## src/rtl/oct_pkg.sv

```systemverilog
// Package: register map, field positions, reset values and timing for oscillator control
`default_nettype none
package oct_pkg;
   // Register addresses
   localparam logic [11:0] ADDR_SRC_READBACK = 12'h20e;
   localparam logic [11:0] ADDR_SEC_POWER    = 12'h20f;
   localparam logic [11:0] ADDR_READY_FLAGS  = 12'h210;
   localparam logic [11:0] ADDR_FORCE_ENABLE = 12'h211;
   localparam logic [11:0] ADDR_FREQ_TRIM    = 12'h212;
   localparam logic [11:0] ADDR_FREQ_SELECT  = 12'h213;
   localparam logic [11:0] ADDR_TUNING_CTRL  = 12'h214;
   localparam logic [11:0] ADDR_IRQ_STATUS   = 12'h215;
   localparam logic [11:0] ADDR_IRQ_CLEAR    = 12'h216;
   localparam logic [11:0] ADDR_IRQ_ENABLE   = 12'h217;

   // Field positions
   localparam int BIT_TUNE_EN    = 7;
   localparam int BIT_UPD_HOLD   = 6;
   localparam int BIT_LOCKED     = 3;
   localparam int BIT_OOR        = 1;
   localparam int SRC_LSB        = 4;
   localparam int BIT_HIGH_PWR   = 6;
   localparam int READY_LSB      = 1;
   localparam int FORCE_LSB      = 2;
   localparam int TRIM_W         = 6;
   localparam int RANGE_W        = 3;
   localparam int BIT_EVT        = 0;

   // Reset values
   localparam logic [5:0] TRIM_RESET  = 6'h00;
   localparam logic [2:0] RANGE_RESET = 3'h0;
   localparam logic [4:0] FORCE_RESET = 5'h00;

   // Trim limits and highest legal range code
   localparam logic [5:0] TRIM_MAX        = 6'h1f;
   localparam logic [5:0] TRIM_MIN        = 6'h20;
   localparam logic [2:0] RANGE_MAX_CODE  = 3'h5;

   // Frequency figures
   localparam int BASE_FREQ_HZ   = 1_000_000;
   localparam int REF_FREQ_HZ    = 32_768;
   localparam int LOCK_TOL_PCT   = 1;
   localparam int STEP_BAND_PERMILLE = 5;

   // Settling time after a range change
   localparam int CLK_MHZ        = 100;
   localparam int SETTLE_TIME_NS = 10_000;
   localparam int SETTLE_CYCLES  = (SETTLE_TIME_NS * CLK_MHZ) / 1000;

   // Tuning window and oscillator tick divider
   localparam int WIN_REFS_DEF   = 256;
   localparam int TICK_DIV_DEF   = 16;
endpackage
`default_nettype wire

```

## src/rtl/oct_ctrl.sv

```systemverilog
// Oscillator control registers with automatic tuning engine
// Notes on behaviour
// - Tuning enabled: engine drives trim; disabled: trim comes only from software.
// - Enabled with hold set: engine stops writing trim; clear resumes updates.
// - Disabled with hold set: software trim writes blocked; clear lets them through.
// - Lock flag is 1 only within one percent of nominal; resets to 0.
// - Out-of-range flag is 1 when needed trim exceeds trim range; resets to 0.
// - Read-only 3-bit field shows current system clock source code.
// - Power select bit: 1 high-power, 0 low-power secondary oscillator.
// - Signed 6-bit trim: 0x1f max, 0x00 centre default, 0x20 minimum.
// - Range codes 000..101 give 1..32 MHz; 110 and 111 reserved.
// - Ready flags read 1 when oscillator ready, 0 when off or not ready.
// - Fast oscillator force bit keeps it on at the selected range.
// - Medium, slow and converter RC force bits keep those oscillators on.
// - Secondary force bit keeps it on in the selected power mode.
// - While tuning enabled, software trim writes are discarded.
// - Out of range keeps last trim; flag clears once tunable again.
// - Enabled: lock or range flag change sets event flag; trim steps do not.
// - Writing range select clears fast ready until the new range settles.
`default_nettype none
module oct_ctrl #(
   parameter int WIN_REFS      = oct_pkg::WIN_REFS_DEF,
   parameter int TICK_DIV      = oct_pkg::TICK_DIV_DEF,
   parameter int SETTLE_CYCLES = oct_pkg::SETTLE_CYCLES
) (
   input  wire logic       clk_sys_in,
   input  wire logic       sys_rst_in,
   input  wire logic [11:0] addr_in,
   input  wire logic [7:0] wr_data_in,
   input  wire logic       wr_en_in,
   input  wire logic       rd_en_in,
   output var  logic [7:0] rd_data_out,
   input  wire logic       ref_clk_in,
   input  wire logic       fast_osc_tick_in,
   input  wire logic [5:0] osc_ready_in,
   input  wire logic [2:0] current_source_code_in,
   output var  logic [5:0] freq_trim_field_out,
   output var  logic [2:0] fast_osc_range_select_out,
   output var  logic [4:0] force_on_out,
   output var  logic       secondary_osc_high_power_out,
   output var  logic       tuning_irq_out
);
   localparam int CNT_W = 18;
   localparam int WIN_W = $clog2(WIN_REFS);
   localparam int SET_W = $clog2(SETTLE_CYCLES + 1);

   typedef struct packed {
      logic             ref_s1;
      logic             ref_s2;
      logic             ref_d;
      logic             tick_s1;
      logic             tick_s2;
      logic             tick_d;
      logic [5:0]       rdy_s1;
      logic [5:0]       rdy_s2;
      logic [2:0]       src_s1;
      logic [2:0]       src_s2;
      logic             tune_en;
      logic             upd_hold;
      logic             locked;
      logic             oor;
      logic             high_pwr;
      logic [4:0]       force_on;
      logic [5:0]       trim;
      logic [2:0]       range;
      logic             settling;
      logic [SET_W-1:0] settle_cnt;
      logic             primed;
      logic [WIN_W-1:0] win_cnt;
      logic [CNT_W-1:0] tick_cnt;
      logic             evt_flag;
      logic             evt_en;
      logic [7:0]       rd_data;
      logic             irq;
   } oct_state_s;

   oct_state_s st;
   oct_state_s next_st;

   // Expected divided-tick count per window for a range code
   function automatic logic [CNT_W-1:0] oct_expected(input logic [2:0] code);
      longint f;
      begin
         f = longint'(oct_pkg::BASE_FREQ_HZ) << code;
         oct_expected = CNT_W'((f / TICK_DIV) * WIN_REFS / oct_pkg::REF_FREQ_HZ);
      end
   endfunction

   // Address match for a write cycle
   function automatic logic oct_wr_hit(input logic [11:0] a, input logic we,
                                       input logic [11:0] target);
      oct_wr_hit = we && (a == target);
   endfunction

   // Next-state logic
   always_comb
   begin
      logic [CNT_W-1:0] expected;
      logic [CNT_W-1:0] err_mag;
      logic             too_fast;
      logic             new_lock;
      logic             new_oor;
      logic             win_end;
      logic             ref_edge;
      logic             tick_edge;
      logic             evt_set;
      logic [7:0]       rd_mux;
      logic [31:0]      err_pct;
      logic [31:0]      tol_pct;
      logic [31:0]      err_pml;
      logic [31:0]      tol_pml;
      logic             lock_chg;
      logic             oor_chg;
      logic             hit_ctrl;
      logic             hit_pwr;
      logic             hit_force;
      logic             hit_trim;
      logic             hit_range;
      logic             hit_ien;
      logic             hit_clr;
      logic             sw_trim_ok;
      logic             range_ok;

      // Locals start at zero so no path infers a latch
      expected  = '0;
      err_mag   = '0;
      too_fast  = 1'b0;
      new_lock  = 1'b0;
      new_oor   = 1'b0;
      win_end   = 1'b0;
      evt_set   = 1'b0;
      rd_mux    = 8'h00;
      ref_edge  = 1'b0;
      tick_edge = 1'b0;
      err_pct   = '0;
      tol_pct   = '0;
      err_pml   = '0;
      tol_pml   = '0;
      lock_chg  = 1'b0;
      oor_chg   = 1'b0;

      // Write decode, one strobe per register
      hit_ctrl   = oct_wr_hit(addr_in, wr_en_in, oct_pkg::ADDR_TUNING_CTRL);
      hit_pwr    = oct_wr_hit(addr_in, wr_en_in, oct_pkg::ADDR_SEC_POWER);
      hit_force  = oct_wr_hit(addr_in, wr_en_in, oct_pkg::ADDR_FORCE_ENABLE);
      hit_trim   = oct_wr_hit(addr_in, wr_en_in, oct_pkg::ADDR_FREQ_TRIM);
      hit_range  = oct_wr_hit(addr_in, wr_en_in, oct_pkg::ADDR_FREQ_SELECT);
      hit_ien    = oct_wr_hit(addr_in, wr_en_in, oct_pkg::ADDR_IRQ_ENABLE);
      hit_clr    = oct_wr_hit(addr_in, wr_en_in, oct_pkg::ADDR_IRQ_CLEAR);
      // Software owns the trim only with the engine off and hold clear
      sw_trim_ok = !st.tune_en && !st.upd_hold;
      range_ok   = wr_data_in[oct_pkg::RANGE_W-1:0] <= oct_pkg::RANGE_MAX_CODE;
      next_st   = st;

      // Two-flop synchronisers for pin-side inputs
      next_st.ref_s1  = ref_clk_in;
      next_st.ref_s2  = st.ref_s1;
      next_st.ref_d   = st.ref_s2;
      next_st.tick_s1 = fast_osc_tick_in;
      next_st.tick_s2 = st.tick_s1;
      next_st.tick_d  = st.tick_s2;
      next_st.rdy_s1  = osc_ready_in;
      next_st.rdy_s2  = st.rdy_s1;
      next_st.src_s1  = current_source_code_in;
      next_st.src_s2  = st.src_s1;
      ref_edge  = st.ref_s2 & ~st.ref_d;
      tick_edge = st.tick_s2 & ~st.tick_d;

      // Settling countdown after a range change
      if (st.settling)
      begin
         if (st.settle_cnt == '0)
            next_st.settling = 1'b0;
         else
            next_st.settle_cnt = st.settle_cnt - 1'b1;
      end

      // Tuning engine: count fast ticks over a window of reference edges
      if (!st.tune_en || st.settling)
      begin
         // Partial windows would mislead the measurement, so restart
         next_st.primed   = 1'b0;
         next_st.win_cnt  = '0;
         next_st.tick_cnt = '0;
      end
      else
      begin
         if (tick_edge && (st.tick_cnt != '1))
            next_st.tick_cnt = st.tick_cnt + 1'b1; // Saturates on a runaway clock
         if (ref_edge)
         begin
            if (!st.primed)
            begin
               next_st.primed   = 1'b1;
               next_st.win_cnt  = '0;
               next_st.tick_cnt = '0;
            end
            else if (st.win_cnt == WIN_W'(WIN_REFS - 1))
            begin
               win_end          = 1'b1;
               next_st.win_cnt  = '0;
               next_st.tick_cnt = '0;
            end
            else
               next_st.win_cnt = st.win_cnt + 1'b1;
         end
      end

      // Window evaluation: lock, range and trim step
      if (win_end)
      begin
         expected = oct_expected(st.range);
         too_fast = st.tick_cnt > expected;
         err_mag  = too_fast ? st.tick_cnt - expected : expected - st.tick_cnt;
         // Scaled in 32 bits; an 18-bit product would wrap on a big error
         err_pct  = 32'(err_mag) * 32'h64; // Percent
         tol_pct  = 32'(expected) * 32'(oct_pkg::LOCK_TOL_PCT);
         err_pml  = 32'(err_mag) * 32'h3e8; // Per mille
         tol_pml  = 32'(expected) * 32'(oct_pkg::STEP_BAND_PERMILLE);
         new_lock = (err_pct <= tol_pct);
         new_oor  = st.oor;
         if (err_pml > tol_pml)
         begin
            // Out of range holds the last trim value
            if (too_fast && st.trim == oct_pkg::TRIM_MIN)
               new_oor = 1'b1;
            else if (!too_fast && st.trim == oct_pkg::TRIM_MAX)
               new_oor = 1'b1;
            else
            begin
               new_oor = 1'b0;
               if (!st.upd_hold)
                  next_st.trim = too_fast ? st.trim - 6'h01 : st.trim + 6'h01;
            end
         end
         else
            new_oor = 1'b0;
         // Status flags and the event they raise
         lock_chg       = new_lock != st.locked;
         oor_chg        = new_oor != st.oor;
         next_st.locked = new_lock;
         next_st.oor    = new_oor;
         if (lock_chg || oor_chg)
            evt_set = 1'b1;
      end

      // Disabling the engine drops both status flags without an event
      if (!st.tune_en)
      begin
         next_st.locked = 1'b0;
         next_st.oor    = 1'b0;
      end

      // Register writes
      if (hit_ctrl)
      begin
         next_st.tune_en  = wr_data_in[oct_pkg::BIT_TUNE_EN];
         next_st.upd_hold = wr_data_in[oct_pkg::BIT_UPD_HOLD];
      end
      if (hit_pwr)
         next_st.high_pwr = wr_data_in[oct_pkg::BIT_HIGH_PWR];
      if (hit_force)
         next_st.force_on = wr_data_in[oct_pkg::FORCE_LSB +: 5];
      // Software trim only when engine off and hold clear
      if (hit_trim && sw_trim_ok)
         next_st.trim = wr_data_in[oct_pkg::TRIM_W-1:0];
      // Reserved range codes are ignored to keep the oscillator legal
      if (hit_range && range_ok)
      begin
         next_st.range      = wr_data_in[oct_pkg::RANGE_W-1:0];
         next_st.settling   = 1'b1;
         next_st.settle_cnt = SET_W'(SETTLE_CYCLES - 1);
      end
      if (hit_ien)
         next_st.evt_en = wr_data_in[oct_pkg::BIT_EVT];

      // Sticky event flag: a new event beats a clear in the same cycle
      if (hit_clr && wr_data_in[oct_pkg::BIT_EVT])
         next_st.evt_flag = 1'b0;
      if (evt_set)
         next_st.evt_flag = 1'b1;
      // Interrupt level registered beside the flag it follows
      next_st.irq = next_st.evt_flag & next_st.evt_en;

      // Read mux, data stands the cycle after the strobe only
      case (addr_in)
         oct_pkg::ADDR_SRC_READBACK:
            rd_mux[oct_pkg::SRC_LSB +: 3] = st.src_s2;
         oct_pkg::ADDR_SEC_POWER:
            rd_mux[oct_pkg::BIT_HIGH_PWR] = st.high_pwr;
         oct_pkg::ADDR_READY_FLAGS:
         begin
            rd_mux[oct_pkg::READY_LSB +: 6] = st.rdy_s2;
            rd_mux[oct_pkg::READY_LSB + 5]  = st.rdy_s2[5] & ~st.settling;
         end
         oct_pkg::ADDR_FORCE_ENABLE:
            rd_mux[oct_pkg::FORCE_LSB +: 5] = st.force_on;
         oct_pkg::ADDR_FREQ_TRIM:
            rd_mux[oct_pkg::TRIM_W-1:0] = st.trim;
         oct_pkg::ADDR_FREQ_SELECT:
            rd_mux[oct_pkg::RANGE_W-1:0] = st.range;
         oct_pkg::ADDR_TUNING_CTRL:
         begin
            rd_mux[oct_pkg::BIT_TUNE_EN]  = st.tune_en;
            rd_mux[oct_pkg::BIT_UPD_HOLD] = st.upd_hold;
            rd_mux[oct_pkg::BIT_LOCKED]   = st.locked;
            rd_mux[oct_pkg::BIT_OOR]      = st.oor;
         end
         oct_pkg::ADDR_IRQ_STATUS:
            rd_mux[oct_pkg::BIT_EVT] = st.evt_flag;
         oct_pkg::ADDR_IRQ_ENABLE:
            rd_mux[oct_pkg::BIT_EVT] = st.evt_en;
         default:
            rd_mux = 8'h00;
      endcase
      // Idle cycles return zero so stale data never lingers
      next_st.rd_data = rd_en_in ? rd_mux : 8'h00;
   end

   // State register
   always_ff @(posedge clk_sys_in)
   begin
      if (sys_rst_in)
      begin
         st          <= '0;
         // Fields with a package reset code
         st.trim     <= oct_pkg::TRIM_RESET;
         st.range    <= oct_pkg::RANGE_RESET;
         st.force_on <= oct_pkg::FORCE_RESET;
      end
      else
         st <= next_st;
   end

   // Outputs straight from the state flops
   assign rd_data_out                  = st.rd_data;
   assign freq_trim_field_out          = st.trim;
   assign fast_osc_range_select_out    = st.range;
   assign force_on_out                 = st.force_on;
   assign secondary_osc_high_power_out = st.high_pwr;
   assign tuning_irq_out               = st.irq;
endmodule
`default_nettype wire

```

## config.mk

```make
export PLATFORM = sky130hd
export DESIGN_NAME = oct_ctrl
export DESIGN_NICKNAME = d
export VERILOG_FILES = /design/src/rtl/oct_pkg.sv /design/src/rtl/oct_ctrl.sv
export SDC_FILE = /design/constraint.sdc
export NUM_CORES = 1
export LEC_CHECK = 0
export ABC_AREA = 1
export BUFFER_PORTS_ARGS = -buffer_cell sky130_fd_sc_hd__buf_4
export CORE_MARGIN = 2
export CORE_UTILIZATION = 45
export CTS_BUF_LIST = sky130_fd_sc_hd__clkbuf_4
export DETAILED_ROUTE_END_ITERATION = 8
export GPL_TIMING_DRIVEN = 0
export PLACE_DENSITY = 0.73
export SLEW_MARGIN = 0
export SYNTH_ARGS = -nofsm -noshare
export SYNTH_HDL_FRONTEND = slang
export SYNTH_SLANG_ARGS = --single-unit
```

## constraint.sdc

```tcl
create_clock -name clk_sys_in -period 10.4 [get_ports clk_sys_in]
set_input_delay 2.08 -clock clk_sys_in [delete_from_list [all_inputs] [get_ports clk_sys_in]]
set_output_delay 2.08 -clock clk_sys_in [all_outputs]
set_load 0.1 [all_outputs]
```

==> flow_summary.toml <==
[outcome]
status = "complete, no violations"

[logic_synthesis]
syn_nets = 2071
avgSynthCellArea_sq_um = 7.04
ys_seq_elements = 92
synth_edf_count = 0
postSynthCellCount = 1770
async_flop_share_pct = 0
synth_ff_type = "dfxtp_1"
ys_seq_area_share_pct = 14.8
yosys_warnings = 0
ys_types = 55
netlist_area_sq_mm = 0.0125

[layout]
area_growth_pct = 9.00
fill_cells = 2684
seq_area_sq_mm = 0.00185
drive_gt1_share_pct = 8.07
most-common-layout-cells = "367 x inv_1, 259 x nand2_1, 194 x ha_1"
final_nets = 2142
mostFrequentLayoutCell = "inv_1"
multiInputGateArea_sq_mm = 0.00900

[setup_path]
r2r_start = "fast_osc_range_select_out[0]$_SDFFE_PP0P_"
worstSetupPathType = "reg -> reg"
ff2ff_path_depth = 47
r2r_slack_ns = 0.45
start_kind = "flip-flop"
crit_required_ns = 10.76
r2r-end = "tuning_irq_out$_SDFF_PP0_"
cp.depth = 47
cp.buffers_inverters = 13
crit_path_end_kind = "flip-flop"
slowest_delay_ns = 0.54
cp_top_family = "adder cells"
cpMaxStageDelayCell = "fa_1"
startpoint = "fast_osc_range_select_out[0]$_SDFFE_PP0P_"
cp-endpoint = "tuning_irq_out$_SDFF_PP0_"
cp_max_fo = 10
crit_arrival_ns = 10.31

[placement]
port_buffers = 57
place.gp.congestion = 0.999
place_ws_ns = -0.471
hpwl_mm = 28.5

[timing]
holdWs_ns = 0.415
slew_violations = 0
fin_ws_ns = 0.446
fmax_mhz = 100
setup_viol = 0
worst_slew_pin_slew_ns = 1.19
hold_viol_final = 0
fin_crit_sh_pct = 95.7
rsz0062_at_grt = "no"
slew_headroom_pct = 20.4
fin_skew_ns = 0.0320
min_period_ns = 9.95

[clocking]
clock_latency_ns = 0.48
cts_buffers = 9
clockBufferDepth = 2
cts_tree = "built"
htree_num_levels = 3
clk_pin_slew_ns = 0.18
numClockSinks = 92
root_buffer = "clkbuf_4"

[pwr]
power_mw = 0.606
power.density_mw_per_mm2 = 44.6
power.leakage_nw = 7.18
irDropWorstVdd_mv = 0.100

[grt]
grt_max_degree = 21
grt_pass1_vias = 11400
grt_pass1_wl_mm = 54.6
antenna_found_initial = 1
grt_util_all_layers_pct = 23.4
gr-total-overflow = 0

[hold_path]
hold_path_class = "reg -> reg"
min-delay-start = "next_st[68]$_SDFF_PP0_"

[route]
wl_per_cell_um = 14.9
drtIter0Drc = 799
avgViaCountPerCell = 5.24
drtAntennaViolNets = 0
drt_wl_total_mm = 33.1
num_vias = 11600
drt_pass1_iterations = 5
post-route-drc-count = 0

[floorplanning]
die_area_sq_mm = 0.0291
start_util_pct = 46.0
die_w_um = 170
num_rows = 60
ios = 59
core_sq_mm = 0.0271
die_y_um = 170

[flow_run]
cap_violations = 0
[worst min-delay path by stage]
stage / end / slack, ns / depth (start not counted)
CTS: st[68]$_SDFF_PP0_ / 0.42 / 2
global route: st[68]$_SDFF_PP0_ / 0.44 / 2
floorplan: next_st[86]$_SDFF_PP0_ / 0.39 / 2
global placement: st[79]$_SDFF_PP0_ / 0.39 / 2
finish: st[68]$_SDFF_PP0_ / 0.41 / 2
detailed placement: st[68]$_SDFF_PP0_ / 0.40 / 2
[cell families after synthesis]
group / synth area share (%)
simple gates: 20.2
buf+inv: 13.4
compound gates: 14.5
fa+ha+maj: 31.0
flops: 14.8
xor+xnor: 5.60
mux: 0.421
[metal layers]
layer	vias up	wire length, um	share of wire [%]	GRT usage, %
met5	-	0	0	0
met4	0	670	2.0	5.54
met3	51	1530	4.6	2.30
met2	311	15900	48	41.8
met1	5451	15000	45	30.4
li1	5822	-	-	-
[timing repair]
action / CTS / global route
hold buffers: 0 / 0
gates resized for setup: 5 / 7
buffers inserted: 0 / 3
pin swaps: 0 / 1
setup endpoints to repair: 9 / 9
[power breakdown]
group          switching, mW  total [mW]  internal (mW)
clock network          0.147       0.207         0.0602
registers            0.00113       0.358          0.357
logic                 0.0239      0.0413         0.0174
[synth_stat cells (5+ instances only)]
cell type / count / area [sq um]
a31oi_1: 12 / 75.1
o21bai_1: 13 / 97.6
nand3_1: 67 / 335
nor2_1: 183 / 687
clkbuf_1: 11 / 41.3
dfxtp_1: 92 / 1840
xor2_1: 49 / 429
a221oi_1: 5 / 43.8
o21ai_0: 108 / 541
inv_1: 367 / 1380
a21oi_1: 132 / 661
a21o_1: 10 / 75.1
buf_2: 5 / 25.0
o21ai_1: 5 / 25.0
nand2_1: 259 / 972
buf_4: 24 / 180
ha_1: 194 / 2430
a211oi_1: 7 / 52.6
nor3_1: 25 / 125
nand2_2: 7 / 43.8
fa_1: 72 / 1440
nand4_1: 21 / 131
inv_2: 10 / 37.5
nor4_1: 9 / 56.3
xnor2_1: 27 / 236
[worst min-delay path, delay by kind of cell (launching register included)]
kind | cells | cell delay [ns]
flops | 1 | 0.33
buf+inv | 1 | 0.04
simple gates | 1 | 0.03
[final cells by class]
class	count	share of cell area [%]
inverters	377	10.4
flip-flops and latches	92	13.6
diodes	1	0.0184
clock inverters	7	0.635
multi-input cells	1260	66.2
clock buffers	9	0.497
repair buffers	60	3.31
plain buffers	41	1.90
well taps	372	3.42
[per-stage QoR]
stage	util, %	instance area [sq um]	TNS [ns]	std cells
floorplan	-	12500	0	1770
global placement	49.3	13400	-3.39	2199
detailed placement	49.3	13400	-3.51	2199
CTS	49.9	13500	0	2215
global route	50.1	13600	0	2219
finish	50.1	13600	0	2219
[flip-flops by register name, indices dropped and copies added, names as in the netlist]
| name | cells |
|---|---|
| fast_osc_range_select_out | 3 |
| force_on_out | 5 |
| freq_trim_field_out | 6 |
| next_st | 13 |
| rd_data_out | 8 |
| secondary_osc_high_power_out | 1 |
| st | 55 |
| tuning_irq_out | 1 |
(Power assumes the default switching activity.)
